`config.mk`:
```
export PLATFORM = sky130hd
export DESIGN_NAME = wrxrb_bank
export DESIGN_NICKNAME = d
export VERILOG_FILES = /design/src/verilog/wrxrb_pkg.sv /design/src/verilog/wrxrb_bank.sv /design/src/verilog/wrxrb_sync.sv
export SDC_FILE = /design/constraint.sdc
export NUM_CORES = 1
export LEC_CHECK = 0
export BUFFER_PORTS_ARGS = -buffer_cell sky130_fd_sc_hd__buf_2
export CORE_AREA = 2 2 113 88
export CTS_CLUSTER_SIZE = 30
export DETAILED_ROUTE_END_ITERATION = 7
export DIE_AREA = 0 0 115 90
export PLACE_DENSITY = 0.68
export SYNTH_ARGS = -nofsm -noshare
export SYNTH_HDL_FRONTEND = slang
export SYNTH_SLANG_ARGS = --single-unit
```
`constraint.sdc`:
```
create_clock -name clk -period 1.5 [get_ports clk]
set_input_delay 0.225 -clock clk [delete_from_list [all_inputs] [get_ports clk]]
set_output_delay 0.225 -clock clk [all_outputs]
set_load 0.01 [all_outputs]
```
`src/verilog/wrxrb_pkg.sv`:
```
// Package for the receiver host register bank: offsets, fields, resets.
// Assumes a byte-wide register port driven by a serial-bus front end.
package wrxrb_pkg;

   localparam logic [7:0] OFF_IRQ_STATUS   = 8'h36;
   localparam logic [7:0] OFF_IRQ_ENABLE   = 8'h38;
   localparam logic [7:0] OFF_RSVD_ENABLE  = 8'h39;
   localparam logic [7:0] OFF_BATT_CHARGE  = 8'h3A;
   localparam logic [7:0] OFF_END_REASON   = 8'h3B;
   localparam logic [7:0] OFF_VOUT_LOW     = 8'h3C;
   localparam logic [7:0] OFF_VOUT_HIGH    = 8'h3D;
   localparam logic [7:0] OFF_RECTIFIER_VOLTAGE_LOW    = 8'h40;
   localparam logic [7:0] OFF_RECTIFIER_VOLTAGE_HIGH   = 8'h41;
   localparam logic [7:0] OFF_IOUT_LOW     = 8'h44;
   localparam logic [7:0] OFF_IOUT_HIGH    = 8'h45;
   localparam logic [7:0] OFF_TEMP_LOW     = 8'h46;
   localparam logic [7:0] OFF_TEMP_HIGH    = 8'h47;
   localparam logic [7:0] OFF_PERIOD_LOW   = 8'h48;
   localparam logic [7:0] OFF_PERIOD_HIGH  = 8'h49;
   localparam logic [7:0] OFF_ALIGN_X      = 8'h4B;
   localparam logic [7:0] OFF_ALIGN_Y      = 8'h4C;
   localparam logic [7:0] OFF_COMMAND      = 8'h4E;

   // Interrupt bit positions, shared by status and enable
   localparam int BIT_VOUT_CHANGE = 7;
   localparam int BIT_OVER_TEMP   = 2;
   localparam int BIT_RECT_OV     = 1;
   localparam int BIT_OVERCURRENT = 0;
   localparam logic [7:0] IRQ_USED_MASK   = 8'h87;
   localparam logic [7:0] ENABLE_WR_MASK  = 8'h83;
   localparam logic [7:0] ENABLE_RESET    = 8'h10;
   localparam logic [7:0] RSVD_EN_RESET   = 8'h00;
   localparam logic [7:0] BATT_RESET      = 8'h00;
   localparam logic [7:0] REASON_RESET    = 8'h00;

   // Command bits
   localparam int CMD_CLEAR_IRQ  = 5;
   localparam int CMD_END_POWER  = 3;
   localparam int CMD_REG_FLIP   = 1;

   typedef struct packed {
      logic        wr;
      logic        rd;
      logic [7:0]  addr;
      logic [7:0]  wdata;
   } wrxrb_req_t;

   typedef struct packed {
      logic [11:0] vout_code;
      logic [11:0] rectifier_voltage_code;
      logic [15:0] output_current_ma;
      logic [11:0] temp_code;
      logic [15:0] coil_period_count;
      logic [7:0]  align_x;
      logic [7:0]  align_y;
   } wrxrb_meas_t;

endpackage

```
`src/verilog/wrxrb_bank.sv`:
```
// Host register bank of a wireless power receiver.
// Assumes a byte register port (one-cycle rd/wr strobes) from a serial
// bus front end, measurements and events from the power stage.
//
// Overview of operation
// - Interrupt pin low when enabled status set
// - Enable bits mask sources; temp enable read-only
// - Battery charge byte held, forwarded unchanged
// - End-power reason stored, placed in packet
// - Output voltage 12-bit split, upper nibble zero
// - Rectifier voltage 12-bit split, upper nibble zero
// - Output current 16-bit, low byte first
// - Die temperature 12-bit split, low then high
// - Coil period 16-bit, low byte first
// - Alignment X and Y signed bytes
// - Command bit 5 releases interrupt pin
// - Command bit 3 sends one end-power packet
// - Command bit 1 flips regulator exactly once
// - Status bits 7,2,1,0 used; others zero
`timescale 1ns/1ps
module wrxrb_bank
   import wrxrb_pkg::*;
(
   // Clock and reset
   input  wire logic        clk,
   input  wire logic        resetn,
   // Register port
   input  wire wrxrb_req_t  req,
   output logic [7:0]       rdata,
   output logic             rvalid,
   // Power stage side
   input  wire wrxrb_meas_t meas,
   input  wire logic [7:0]  irq_event,
   input  wire logic        regulator_on_in,
   // Outputs to power stage and packet sender
   output logic [7:0]       batt_charge,
   output logic [7:0]       end_power_reason,
   output logic             end_power_packet,
   output logic             regulator_flip,
   // Interrupt pin, open drain
   output logic             irq_n_out,
   output logic             irq_n_oe
);
   typedef struct packed {
      logic [7:0] status;
      logic [7:0] enable;
      logic [7:0] rsvd_en;
      logic [7:0] batt;
      logic [7:0] reason;
      logic [7:0] rdata;
      logic       rvalid;
      logic       send;
      logic       flip;
      logic       irq_oe;
   } wrxrb_state_t;

   wrxrb_state_t st_reg;
   wrxrb_state_t st_next;
   logic         rst_n;
   logic [7:0]   rd_mux;
   logic [7:0]   cmd_wr;

   wrxrb_sync u_sync (
      .clk         (clk),
      .resetn      (resetn),
      .resetn_sync (rst_n)
   );

   assign cmd_wr = (req.wr && req.addr == OFF_COMMAND) ? req.wdata : 8'h00;

   // Read multiplexer
   always_comb
   begin
      unique case (req.addr)
         OFF_IRQ_STATUS:  rd_mux = st_reg.status;
         OFF_IRQ_ENABLE:  rd_mux = st_reg.enable;
         OFF_RSVD_ENABLE: rd_mux = st_reg.rsvd_en;
         OFF_BATT_CHARGE: rd_mux = st_reg.batt;
         OFF_END_REASON:  rd_mux = st_reg.reason;
         OFF_VOUT_LOW:    rd_mux = meas.vout_code[7:0];
         OFF_VOUT_HIGH:   rd_mux = {4'h0, meas.vout_code[11:8]};
         OFF_RECTIFIER_VOLTAGE_LOW:   rd_mux = meas.rectifier_voltage_code[7:0];
         OFF_RECTIFIER_VOLTAGE_HIGH:
            rd_mux = {4'h0, meas.rectifier_voltage_code[11:8]};
         OFF_IOUT_LOW:    rd_mux = meas.output_current_ma[7:0];
         OFF_IOUT_HIGH:   rd_mux = meas.output_current_ma[15:8];
         OFF_TEMP_LOW:    rd_mux = meas.temp_code[7:0];
         OFF_TEMP_HIGH:   rd_mux = {4'h0, meas.temp_code[11:8]};
         OFF_PERIOD_LOW:  rd_mux = meas.coil_period_count[7:0];
         OFF_PERIOD_HIGH: rd_mux = meas.coil_period_count[15:8];
         OFF_ALIGN_X:     rd_mux = meas.align_x;
         OFF_ALIGN_Y:     rd_mux = meas.align_y;
         // Action bits are pulses, so the command byte always reads zero
         OFF_COMMAND:     rd_mux = 8'h00;
         default:         rd_mux = 8'h00;
      endcase
   end

   always_comb
   begin
      st_next        = st_reg;
      st_next.rvalid = req.rd;
      st_next.rdata  = req.rd ? rd_mux : st_reg.rdata;
      // Sticky status; new event wins over the clear in the same cycle
      if (cmd_wr[CMD_CLEAR_IRQ])
         st_next.status = 8'h00;
      st_next.status = st_next.status | (irq_event & IRQ_USED_MASK);
      if (req.wr && req.addr == OFF_IRQ_ENABLE)
         st_next.enable = (req.wdata & ENABLE_WR_MASK)
                        | (st_reg.enable & ~ENABLE_WR_MASK);
      if (req.wr && req.addr == OFF_RSVD_ENABLE)
         st_next.rsvd_en = req.wdata;
      if (req.wr && req.addr == OFF_BATT_CHARGE)
         st_next.batt = req.wdata;
      if (req.wr && req.addr == OFF_END_REASON)
         st_next.reason = req.wdata;
      // One-cycle action pulses, self-clearing
      st_next.send = cmd_wr[CMD_END_POWER];
      st_next.flip = cmd_wr[CMD_REG_FLIP];
      // Pin pulled low (enable low) while any enabled flag is set
      st_next.irq_oe = ~|(st_next.status & st_next.enable);
   end

   always_ff @(posedge clk or negedge rst_n)
   begin
      if (!rst_n)
      begin
         st_reg         <= '0;
         st_reg.enable  <= ENABLE_RESET;
         st_reg.rsvd_en <= RSVD_EN_RESET;
         st_reg.batt    <= BATT_RESET;
         st_reg.reason  <= REASON_RESET;
         st_reg.irq_oe  <= 1'b1;
      end
      else
         st_reg <= st_next;
   end

   assign rdata            = st_reg.rdata;
   assign rvalid           = st_reg.rvalid;
   assign batt_charge      = st_reg.batt;
   assign end_power_reason = st_reg.reason;
   assign end_power_packet = st_reg.send;
   assign regulator_flip   = st_reg.flip;
   assign irq_n_out        = 1'b0;
   assign irq_n_oe         = st_reg.irq_oe;
endmodule // wrxrb_bank

```
`src/verilog/wrxrb_sync.sv`:
```
// Two-stage synchroniser used to release the active-low reset.
// Assumes one clock; assertion is asynchronous, release is clocked.
`timescale 1ns/1ps
module wrxrb_sync
   import wrxrb_pkg::*;
(
   // Clock and raw reset
   input  wire logic clk,
   input  wire logic resetn,
   // Released reset
   output logic      resetn_sync
);
   logic [1:0] stage_reg;

   always_ff @(posedge clk or negedge resetn)
   begin
      if (!resetn)
         stage_reg <= 2'h0;
      else
         stage_reg <= {stage_reg[0], 1'b1};
   end

   assign resetn_sync = stage_reg[1];
endmodule // wrxrb_sync
```
==> metrics.md <==
| Metric | Value |
|---|---|
| Status | `complete, no violations` |
| DRT antenna net count | `0` |
| Final setup viols | `0` |
| TritonCTS Buffers | `5` |
| Die height | `90 µm` |
| Number of inserted diodes | `0` |
| Drt drc | `0` |
| GRT Residual Overflow | `0` |
| Final worst path period need | `1.50 ns` |
| Synth Cell Area | `3170 µm²` |
| Crit path required time | `1.67 ns` |
| VDD IR max | `0.427 mV` |
| Routed WL | `11900 µm` |
| Top FF cell, synth | `dfrtp_1` |
| Post-synthesis mux area share | `0.168` |
| Layout area overhead | `42.4%` |
| Max-Cap Viols | `0` |
| Fmax | `669 MHz` |
| DP HPWL | `9890 µm` |
| #FFs+latches synth | `49` |
| Vias in the first global route | `3124` |
| Part of the power in the clock network | `0.378` |
| Clk root buf | `clkbuf_16` |
| Gate Count Post-Synth | `316` |
| CTS max path bufs | `2` |
| Yosys Warn Count | `0` |
| Max FFs per register | `19` |
| Post-synth cell types | `53` |
| DRT Pass-1 Iters | `5` |
| Worst-Skew Late Latency | `0.29 ns` |
| Lkg Pwr | `2.18 nW` |
| Worst setup SP type | `primary input` |
| Vias per cell | `5.45` |
| Pint | `2.54 mW` |
| Starting Density | `0.341` |
| Layout cells sized above 1 | `0.562` |
| CP max FO | `10` |
| Post-synthesis compound-gate area fraction | `0.182` |
| Power density over the cells | `762 nW/µm²` |
| WL per Instance | `19.9 µm` |
| Critical path endpoint category | `flip-flop` |
| Sw Pwr | `898 µW` |
| Site Rows | `31` |
| Combinational share of power | `0.206` |
| First-pass GRT wire length | `17100 µm` |
| Sequential-to-total area share from yosys stat | `0.387` |
| Simple-gate portion of the synthesized area | `0.161` |
| CP arrival | `1.67 ns` |
| NumNets Final | `594` |
| Main combinational cell family by area after synthesis | `compound AO/OA/AOI/OAI gates` |
| Reg power frac | `0.416` |
| Placed cell area | `4260 µm²` |
| Syn Nets | `429` |
| Routability cong. | `0.912` |
| CTS tree | `yes` |
| Die Width | `115 µm` |
| Input/output buffers | `135` |
| Sw frac | `0.261` |
| Final Skew | `0.00681 ns` |
| Kind of critical path | `primary input to flip-flop` |
| Hold WS | `0.116 ns` |
| Placed cells | `586` |
| Core ar. | `9310 µm²` |
| Final period util | `0.997` |
| DR vias | `3251` |
| Post-synth EDFFs | `0` |
| FFs w/ async S/R, synth | `1.00` |
| Synth Area in Adders | `0` |
| I/O pin count | `142` |
| Total GRT Usage | `0.219` |
| Htree depth | `2` |
| Drt first-iter violations | `212` |
| RSZ-0062 raised after global routing | `yes` |
| Count of final hold-check violations | `0` |
| FILL cells | `913` |
| Clk sink count | `49` |
| Setup slack after layout | `0.00470 ns` |
| Initial antenna violation count | `0` |
| Place WS | `-0.384 ns` |
| Post-Layout Cell Count | `597` |
| Maximum number of pins on one net before global-route repair | `30` |
| Die area | `10400 µm²` |
| Worst hold path type | `primary input to flip-flop` |
| Design area | `4520 µm²` |
| Clock slew at reported path FFs | `0.06 ns` |
| Syn avg cell area | `10.0 µm²` |
| Max Slew Vio Count | `0` |
| Post-synthesis xor/xnor area fraction | `0` |
-- logic make-up after synthesis --
logic type,after synthesis
AO/OA/AOI/OAI,78
buffers and inverters,51
flip-flops,49
multiplexers,46
other,2
AND/OR/NAND/NOR,90
-- cell type report --
cell class              count  area, µm²  area share
repair buffers            205       1270       0.282
inverters                   4       15.0     0.00332
clock buffers               6        129      0.0285
multi-input cells         216       1690       0.374
well taps                 115        144      0.0318
flip-flops and latches     49       1230       0.272
clock inverters             2       38.8     0.00858
-- metrics by stage --
| stage | total power, mW | TNS [ns] | utilization |
|---|---|---|---|
| 2_1_floorplan | 1.78 | -0.415 | - |
| 3_3_place_gp | 2.14 | -8.08 | 0.458 |
| 3_5_place_dp | 2.14 | -9.35 | 0.458 |
| 4_1_cts | 3.46 | 0 | 0.481 |
| 5_1_grt | 3.57 | -0.00235 | 0.485 |
| 6_report | 3.44 | 0 | 0.485 |
-- layout by cell type, fill, tap and decap left out, drive strengths merged, types with 2 or more instances in the layout --
cell	netlist	final
buf	40	203
dfrtp	48	48
mux2	38	38
nand2	19	19
a22oi	18	18
nor2	15	15
a31oi	12	12
and2	12	12
nand3	9	9
a21oi	7	7
nor2b	7	7
clkbuf	7	7
nand4	6	6
a22o	6	6
mux2i	6	6
o22ai	5	5
nor3	5	5
a21o	4	4
inv	4	4
a32oi	4	4
a311oi	4	4
o21ai	4	4
nor3b	3	3
o22a	3	3
o32a	3	3
and4bb	2	2
mux4	2	2
nand3b	2	2
conb	2	2
and4	2	2
and3	2	2
nand2b	2	2
-- synth_stat cells (4+ instances only) --
library cell  instances  share of area
a22oi_1              18          0.043
a21o_1                4         0.0095
nor3_1                5         0.0079
o22ai_1               5         0.0099
nor2_1               13          0.015
nand2_1              19          0.022
nand3_1               9          0.014
nor2b_1               7          0.014
dfrtp_1              48           0.38
o21ai_0               4         0.0063
buf_2                12          0.019
mux2i_1               6          0.019
clkbuf_1              7         0.0083
nand4_1               6          0.012
a32oi_1               4          0.011
a21oi_1               7          0.011
inv_1                 4         0.0047
mux2_2               38           0.13
and2_1               10          0.020
a311oi_1              4          0.011
buf_4                26          0.061
a31oi_1              12          0.024
a22o_1                6          0.017
-- final timing paths --
kind | start | endpoint | slack, ns | cells past startpoint
setup / recovery | req[10] | rdata[4] | 0.005 | 7
hold / removal | irq_event[2] | st_reg[46] | 0.12 | 2
setup reg to reg | batt_charge[2] | rdata[2] | 0.09 | 4
hold reg to reg | u_sync.stage_reg[1] | batt_charge[7] | 0.23 | 0
max in group asynchronous | u_sync.stage_reg[1] | rdata[4] | 0.74 | 1
min in group asynchronous | u_sync.stage_reg[1] | batt_charge[7] | 0.23 | 0
-- worst max-delay path, cell delays in order --
cell and delay (ns):
clkbuf_4 0.20, nor2b_1 0.17, buf_4 0.17, buf_4 0.14
a31oi_1 0.22, o211ai_1 0.18, o32a_1 0.36
-- power by group through the flow --
stage                     combinational (mW)  clock [mW]  sequential [mW]
after CTS                              0.695        1.33             1.43
after detailed placement               0.687           0             1.46
after global placement                 0.681           0             1.46
final                                  0.711        1.30             1.43
after floorplan                        0.330           0             1.45
after global routing                   0.756        1.38             1.44
-- per-layer routing --
layer  GRT usage  routed length, µm  vias to the layer above
li1            -                  -                     1494
met1       0.323               5540                     1589
met2       0.341               5280                      162
met3      0.0384                992                        6
met4      0.0331                 86                        0
met5           0                  0                        -
-- repair_timing --
item,in CTS,in global routing
pin swaps,2,4
setup buffers,1,1
resized for setup,3,11
setup endpoints to repair,11,22
hold buffers,1,0
hold endpoints to repair,2,0
(Power assumes the default switching activity.)
